===== src/rtl/tgt_pkg.sv =====
// Constants and register map of the tone generator with duration timer
// How it works
// RL1 - Tone is an equal high/low square wave
// RL2 - Tone active while timer nonzero or forced
// RL3 - Force-on holds tone until cleared
// RL4 - Idle tone terminal driven constant low
// RL5 - Pin-float bit tristates the terminal at once
// RL6 - Select 0 silence, else divide 8..24
// RL7 - Timer runs and interrupts during silence
// RL8 - Every zero reached sets the interrupt flag
// RL9 - Writing period zero stops without interrupt
// RL10 - Single-shot counts down, stops at zero
// RL11 - Single-shot tone starts at next tick edge
// RL12 - Auto-reload reloads period at every zero
// RL13 - Clearing auto finishes run, then stops
// RL14 - Period zero in auto clears auto bit
// RL15 - Setting auto enables tone immediately
// RL16 - Mode bit zero single-shot, one auto
// RL17 - Tick select picks a prescaler tap
// RL18 - Run length is period times tick period
// RL19 - Bit 3 writes force-on, reads active flag
// RL20 - Software programs auto mode in order
// RL21 - Software keeps tick select stable while running
// RL22 - Reset clears every field to zero
// RL23 - Tick edges detected on the system clock
package tgt_pkg;
  localparam logic [2:0] TGT_ADDR_SEL    = 3'h0;
  localparam logic [2:0] TGT_ADDR_TIM    = 3'h1;
  localparam logic [2:0] TGT_ADDR_PER    = 3'h2;
  localparam logic [2:0] TGT_ADDR_IRQ    = 3'h3;
  localparam logic [2:0] TGT_ADDR_MASK   = 3'h4;
  localparam int         TGT_BIT_FLOAT   = 3;
  localparam int         TGT_BIT_FORCE   = 3;
  localparam int         TGT_BIT_AUTO    = 2;
  localparam logic [3:0] TGT_RST_NIBBLE  = 4'h0;
  localparam logic [4:0] TGT_DIV_RST     = 5'h00;
  localparam int         TGT_TAP_SEL0    = 3;
  localparam int         TGT_TAP_SEL1    = 5;
  localparam int         TGT_TAP_SEL2    = 7;
  localparam int         TGT_TAP_SEL3    = 1;
endpackage


===== src/rtl/tgt_top.sv =====
// Tone generator with 4-bit duration timer
`timescale 1ns/100ps
`default_nettype none
module tgt_top import tgt_pkg::*; #(
  parameter int CKW = 16
) (
  input  wire logic           mclk,
  input  wire logic           rst,
  input  wire logic [2:0]     addr,
  input  wire logic [3:0]     wdata,
  input  wire logic           wr,
  input  wire logic           rd,
  output logic      [3:0]     rdata,
  input  wire logic [CKW-1:0] presc_ck,
  output logic                tone_out,
  output logic                tone_oe,
  output logic                tone_timer_irq
);
  logic [3:0] sel_r, per_r, cnt_r;
  logic       force_r, auto_r, tsh_r, tsl_r;
  logic       run_r, pend_r, irqf_r, mask_r, tick_d_r, tick_s_r;
  logic [4:0] div_r;
  logic       sq_r;
  logic [3:0] rdata_r;

  // Half period of the square wave in system clocks
  function automatic logic [4:0] tgt_half(input logic [2:0] s);
    case (s)
      3'd1:    tgt_half = 5'h04;
      3'd2:    tgt_half = 5'h05;
      3'd3:    tgt_half = 5'h06;
      3'd4:    tgt_half = 5'h07;
      3'd5:    tgt_half = 5'h08;
      3'd6:    tgt_half = 5'h0A;
      3'd7:    tgt_half = 5'h0C;
      default: tgt_half = 5'h00;
    endcase
  endfunction

  wire w_sel = wr && addr == TGT_ADDR_SEL;
  wire w_tim = wr && addr == TGT_ADDR_TIM;
  wire w_per = wr && addr == TGT_ADDR_PER;
  wire w_irq = wr && addr == TGT_ADDR_IRQ;
  wire w_msk = wr && addr == TGT_ADDR_MASK;
  wire [2:0] tone_select = sel_r[2:0];
  wire [1:0] tsel = {tsh_r, tsl_r};
  wire tick_raw = (tsel == 2'b00) ? presc_ck[TGT_TAP_SEL0] :   // RL17
                  (tsel == 2'b01) ? presc_ck[TGT_TAP_SEL1] :
                  (tsel == 2'b10) ? presc_ck[TGT_TAP_SEL2] : presc_ck[TGT_TAP_SEL3];
  wire tick = tick_s_r && !tick_d_r;                              // RL23
  wire per_zero_wr = w_per && wdata == 4'h0;
  wire auto_set = w_tim && wdata[TGT_BIT_AUTO] && !auto_r;
  wire hit_zero = run_r && tick && cnt_r == 4'h1;                 // RL18
  wire tone_active = force_r || (run_r && cnt_r != 4'h0);         // RL2 RL3
  wire [4:0] half = tgt_half(tone_select);
  wire div_end = div_r + 5'h01 >= half;

  always_ff @(posedge mclk or posedge rst) begin
    if (rst) begin
      tick_s_r <= 1'b0;
      tick_d_r <= 1'b0;
    end else begin
      tick_s_r <= tick_raw;
      tick_d_r <= tick_s_r;
    end
  end

  always_ff @(posedge mclk or posedge rst) begin
    if (rst) begin                                                // RL22
      sel_r   <= TGT_RST_NIBBLE;
      force_r <= 1'b0;
      tsh_r   <= 1'b0;
      tsl_r   <= 1'b0;
      mask_r  <= 1'b0;
    end else begin
      if (w_sel) sel_r <= wdata;
      if (w_tim) begin
        force_r <= wdata[TGT_BIT_FORCE];                          // RL19
        tsh_r   <= wdata[1];
        tsl_r   <= wdata[0];
      end
      if (w_msk) mask_r <= wdata[0];
    end
  end

  // Timer: pend waits for the next tick edge before a single-shot run starts
  always_ff @(posedge mclk or posedge rst) begin
    if (rst) begin
      per_r  <= TGT_RST_NIBBLE;
      cnt_r  <= TGT_RST_NIBBLE;
      auto_r <= 1'b0;
      run_r  <= 1'b0;
      pend_r <= 1'b0;
    end else if (per_zero_wr) begin                               // RL9 RL14
      per_r  <= 4'h0;
      cnt_r  <= 4'h0;
      run_r  <= 1'b0;
      pend_r <= 1'b0;
      auto_r <= 1'b0;
    end else if (w_per) begin
      per_r  <= wdata;
      cnt_r  <= wdata;
      pend_r <= !auto_r;                                          // RL11
    end else begin
      if (w_tim) auto_r <= wdata[TGT_BIT_AUTO];                   // RL16
      if (auto_set && per_r != 4'h0) begin                        // RL15
        run_r  <= 1'b1;
        pend_r <= 1'b0;
        if (!run_r) cnt_r <= per_r;
      end else if (pend_r && tick) begin
        pend_r <= 1'b0;
        run_r  <= 1'b1;                                           // RL10
      end else if (hit_zero) begin
        if (auto_r) cnt_r <= per_r;                               // RL12
        else begin
          cnt_r <= 4'h0;                                          // RL13
          run_r <= 1'b0;
        end
      end else if (run_r && tick) cnt_r <= cnt_r - 4'h1;
    end
  end

  // Interrupt flag: a new zero wins over a software clear
  always_ff @(posedge mclk or posedge rst) begin
    if (rst) irqf_r <= 1'b0;
    else if (hit_zero) irqf_r <= 1'b1;                            // RL8 RL7
    else if (w_irq && wdata[0]) irqf_r <= 1'b0;
  end

  always_ff @(posedge mclk or posedge rst) begin
    if (rst) begin
      div_r <= TGT_DIV_RST;
      sq_r  <= 1'b0;
    end else if (!tone_active || half == 5'h00) begin             // RL4 RL6
      div_r <= TGT_DIV_RST;
      sq_r  <= 1'b0;
    end else if (div_end) begin                                   // RL1
      div_r <= TGT_DIV_RST;
      sq_r  <= !sq_r;
    end else div_r <= div_r + 5'h01;
  end

  wire [3:0] rd_mux = (addr == TGT_ADDR_SEL)  ? sel_r :
                      (addr == TGT_ADDR_TIM)  ? {tone_active, auto_r, tsh_r, tsl_r} :
                      (addr == TGT_ADDR_IRQ)  ? {3'h0, irqf_r} :
                      (addr == TGT_ADDR_MASK) ? {3'h0, mask_r} : 4'h0;

  always_ff @(posedge mclk or posedge rst) begin
    if (rst) begin
      rdata_r        <= 4'h0;
      tone_out       <= 1'b0;
      tone_oe        <= 1'b0;
      tone_timer_irq <= 1'b0;
    end else begin
      rdata_r        <= rd ? rd_mux : 4'h0;
      tone_out       <= sq_r;
      tone_oe        <= !sel_r[TGT_BIT_FLOAT];                    // RL5
      tone_timer_irq <= irqf_r && mask_r;
    end
  end
  assign rdata = rdata_r;

  silence_off_a: assert property (@(posedge mclk) disable iff (rst)
    !tone_active |=> ##1 !tone_out) else $error("tone not low when idle"); // RL4
  float_a: assert property (@(posedge mclk) disable iff (rst)
    w_sel && wdata[3] |=> ##1 !tone_oe) else $error("pin not floated");    // RL5
  zero_stop_a: assert property (@(posedge mclk) disable iff (rst)
    per_zero_wr |=> !run_r && !auto_r && !hit_zero) else $error("zero write"); // RL14
  irq_set_a: assert property (@(posedge mclk) disable iff (rst)
    hit_zero |=> irqf_r) else $error("irq flag missed");          // RL8
  reload_a: assert property (@(posedge mclk) disable iff (rst)
    hit_zero && auto_r && !w_per |=> run_r && cnt_r == $past(per_r)) else $error("no reload"); // RL12
  single_stop_a: assert property (@(posedge mclk) disable iff (rst)
    hit_zero && !auto_r && !w_per && !auto_set |=> !run_r) else $error("no stop"); // RL10
  tick_start_a: assert property (@(posedge mclk) disable iff (rst)
    pend_r && !tick && !w_per && !auto_set && !per_zero_wr |=> !run_r) else $error("early start"); // RL11
  auto_go_a: assert property (@(posedge mclk) disable iff (rst)
    auto_set && per_r != 0 && !w_per |=> run_r) else $error("auto not immediate"); // RL15
  force_on_a: assert property (@(posedge mclk) disable iff (rst)
    w_tim && wdata[3] |=> tone_active) else $error("force ignored"); // RL3
  cv_single_c: cover property (@(posedge mclk) disable iff (rst) hit_zero && !auto_r);
  cv_auto_c: cover property (@(posedge mclk) disable iff (rst) hit_zero && auto_r);
  cv_tone_c: cover property (@(posedge mclk) disable iff (rst) tone_out ##1 !tone_out);
endmodule
`default_nettype wire


===== config.mk =====
export PLATFORM = sky130hd
export DESIGN_NAME = tgt_top
export DESIGN_NICKNAME = d
export VERILOG_FILES = /design/src/rtl/tgt_pkg.sv /design/src/rtl/tgt_top.sv
export SDC_FILE = /design/constraint.sdc
export NUM_CORES = 1
export LEC_CHECK = 0
export ABC_AREA = 1
export BUFFER_PORTS_ARGS = -buffer_cell sky130_fd_sc_hd__buf_2
export CAP_MARGIN = 20
export CELL_PAD_IN_SITES_DETAIL_PLACEMENT = 1
export CELL_PAD_IN_SITES_GLOBAL_PLACEMENT = 1
export CORE_UTILIZATION = 40
export CTS_CLUSTER_SIZE = 28
export DETAILED_ROUTE_END_ITERATION = 10
export PLACE_DENSITY_LB_ADDON = 0.1
export SLEW_MARGIN = 0
export SYNTH_ARGS = -nofsm -noshare
export SYNTH_HDL_FRONTEND = slang
export SYNTH_SLANG_ARGS = --single-unit

===== constraint.sdc =====
create_clock -name mclk -period 2.3 [get_ports mclk]
set_input_delay 0 -clock mclk [delete_from_list [all_inputs] [get_ports mclk]]
set_output_delay 0 -clock mclk [all_outputs]
set_load 0.01 [all_outputs]

==> metrics.yaml <==
status: "finished, violations left"
violations: "DRC"
yosys-top-cells-count: "nand2_1, dfrtp_1, inv_1, nor2_1, o21ai_0"
cts_resized: 0
power_density_nw_per_um2: 903
first_global_vias: 1649
cpMostUsedCell: "nand2_1"
synthesis.nets: 276
final_hold_viol_count: 0
yosysMostFrequentCell: "nand2_1"
num_vias: 1606
crit_family: "compound AO/OA/AOI/OAI gates"
die_h_um: 70.5
hold_class: "input pin to flip-flop"
max_stage_delay_ps: 440
synth-edff-count: 0
cp_data_arrival_time_ps: 2050
drv_slew: 0
die_area_sq_um: 4970
ir_drop_mv: 0.339
io_pins: 34
drt-pass1-iter-count: 7
cts_buffers: 5
netlist_instances: 242
cts_tree: "yes"
cts_hold_buf: 6
routed_wl_mm: 4.26
insertion_delay_ps: 290
syn_avg_cell_area_sq_um: 7.75
worstRegToRegCells: 8
core-area_sq_um: 4440
htreeDepth: 2
grt_usage_pct: 19.8
setup-tns-final_ps: 0
path_class: "flip-flop to flip-flop"
drcViolationCount: 2
fmax_ghz: 0.535
antenna_cells: 0
antenna_found_initial: 0
wl_per_cell_um: 12.9
period_needed_ps: 1870
place.gp.congestion: 0.779
yosysWarnings: 0
worst_slew_pin_slew_ps: 802
required_ps: 2480
rows: 24
start_util_pct: 42.2
grt_overflow: 0
yosysTopAreaCell: "dfrtp_1"
use_met2_pct: 31.0
grt_pass1_wl_mm: 7.62
synth_area_sq_um: 1880
crit_cells: 8
async_flop_share_pct: 100
cp_slowest_cell: "dfrtp_1"
finalCritPeriodShare_pct: 81.3
met3_usage_pct: 3.90
hpwl_mm: 3.31
worstPathMaxFanout: 7
worst_setup_path_end_kind: "flip-flop"
clock_sinks: 35
startpoint_type: "flip-flop"
crit_path_cell_trace: "o21ai_0 > a21oi_1 > ha_1 > a21boi_0 > o21ai_0 > nand2_1 > nand2_1 > nand2_1"
synth_seq_cells: 35
avgViaCountPerCell: 4.88
p_leak_uw: 0.00116
top_usage_layer: "met2"
chipWidth_um: 70.5
ant_nets: 0
drv_cap: 0
p_total_uw: 2010
hold_depth: 3
rsz0062_at_grt: "no"
finalSetupViolations: 0
synthToLayoutAreaGrowth_pct: 18.5
layout.nets: 310
clockBufferDepth: 2
drt-initial-drc-count: 38
skew_ps: 13.6
port_buffers: 21
synth_top_area_share_pct: 46.7
synthFlopType: "dfrtp_1"
synth_cell_types: 24
grt_use_met1_pct: 27.9
holdWs_ps: 9.33
clock-root-buffer: "clkbuf_8"
post_cts_buffers: 0
slew_headroom_pct: 46.5
synth_area_leaders: "dfrtp_1, nand2_1, inv_1"
critical_path_buf_inv_count: 0
drive_above_1_share_pct: 14.4
grt_max_degree: 23
yosysSeqAreaShare_pct: 46.7
path_clk_slew_ps: 80
-- final timing paths --
| kind | to | startpoint | slack, ps |
|---|---|---|---|
| worst max-delay path | sq_r | sel_r[1] | 430 |
| worst min-delay path | per_r[3] | wdata[3] | 9 |
| worst max register to register | sq_r | sel_r[1] | 430 |
| worst min register to register | tick_d_r | tick_s_r | 420 |
| max in group asynchronous | div_r[4] | rst | 1270 |
| min in group asynchronous | sel_r[3] | rst | 410 |
-- cells by family after synthesis --
| group | share of synthesized area (%) |
|---|---|
| AOI/OAI and AO/OA | 9.67 |
| xor gates and xnor gates | 1.40 |
| adders and majority gates | 4.67 |
| buffers and inverters | 7.27 |
| DFF | 46.7 |
| other | 0.200 |
| and+or+nand+nor | 30.1 |
-- metal layers --
layer,up-vias,share of wire (%)
met3,5,2.3
met4,0,0.99
met2,19,44
li1,837,-
met5,-,0
met1,745,53
-- power breakdown --
part | internal [uW] | total, uW | switching [uW]
Clock | 326 | 558 | 231
Combinational | 239 | 575 | 336
Sequential | 756 | 875 | 120
Total | 1320 | 2010 | 687
-- state kept, by name, indices dropped and copies added (netlist names), 4 cells and up --
name	count
div_r	5
per_r	4
rdata	4
cnt_r	4
sel_r	4
-- through the flow --
stage | instances | setup slack, ps | instance area, sq um | util [%]
after CTS | 329 | 380 | 2220 | 50.0
after detailed placement | 315 | 409 | 2050 | 46.1
final | 329 | 430 | 2220 | 50.0
after global placement | 315 | 428 | 2050 | 46.1
after floorplan | 242 | 613 | 1880 | -
after global routing | 329 | 174 | 2220 | 50.0
-- worst register-to-register path: cells and delay by family (launching register included) --
kind / cells / cell delay (ps)
AOI/OAI and AO/OA: 4 / 760
adders and majority gates: 1 / 270
DFF: 1 / 440
and+or+nand+nor: 3 / 300
-- placed cells by master, fill, tap and decap left out, drive strengths merged --
cell type,count
bufinv,1
nand3,20
xor2,2
o211ai,1
buf,23
clkbuf,5
dfrtp,35
clkinvlp,1
o21ai,23
nand2,66
o32ai,1
a21o,1
nor2,33
a21boi,1
inv,34
ha,7
nand4,6
nor3,2
a21oi,7
dlygate4sd3,6
conb,1
xnor2,1
-- area by class of cell --
| class | instances | area (sq um) |
|---|---|---|
| clock buffer | 5 | 68.8 |
| tap | 52 | 65.1 |
| fill | 571 | 2220 |
| multi-input combinational | 172 | 863 |
| clock inverter | 3 | 46.3 |
| inverter | 33 | 124 |
| timing repair buffer | 29 | 180 |
| sequential | 35 | 876 |
No activity file was read; power rests on OpenSTA's default activity.
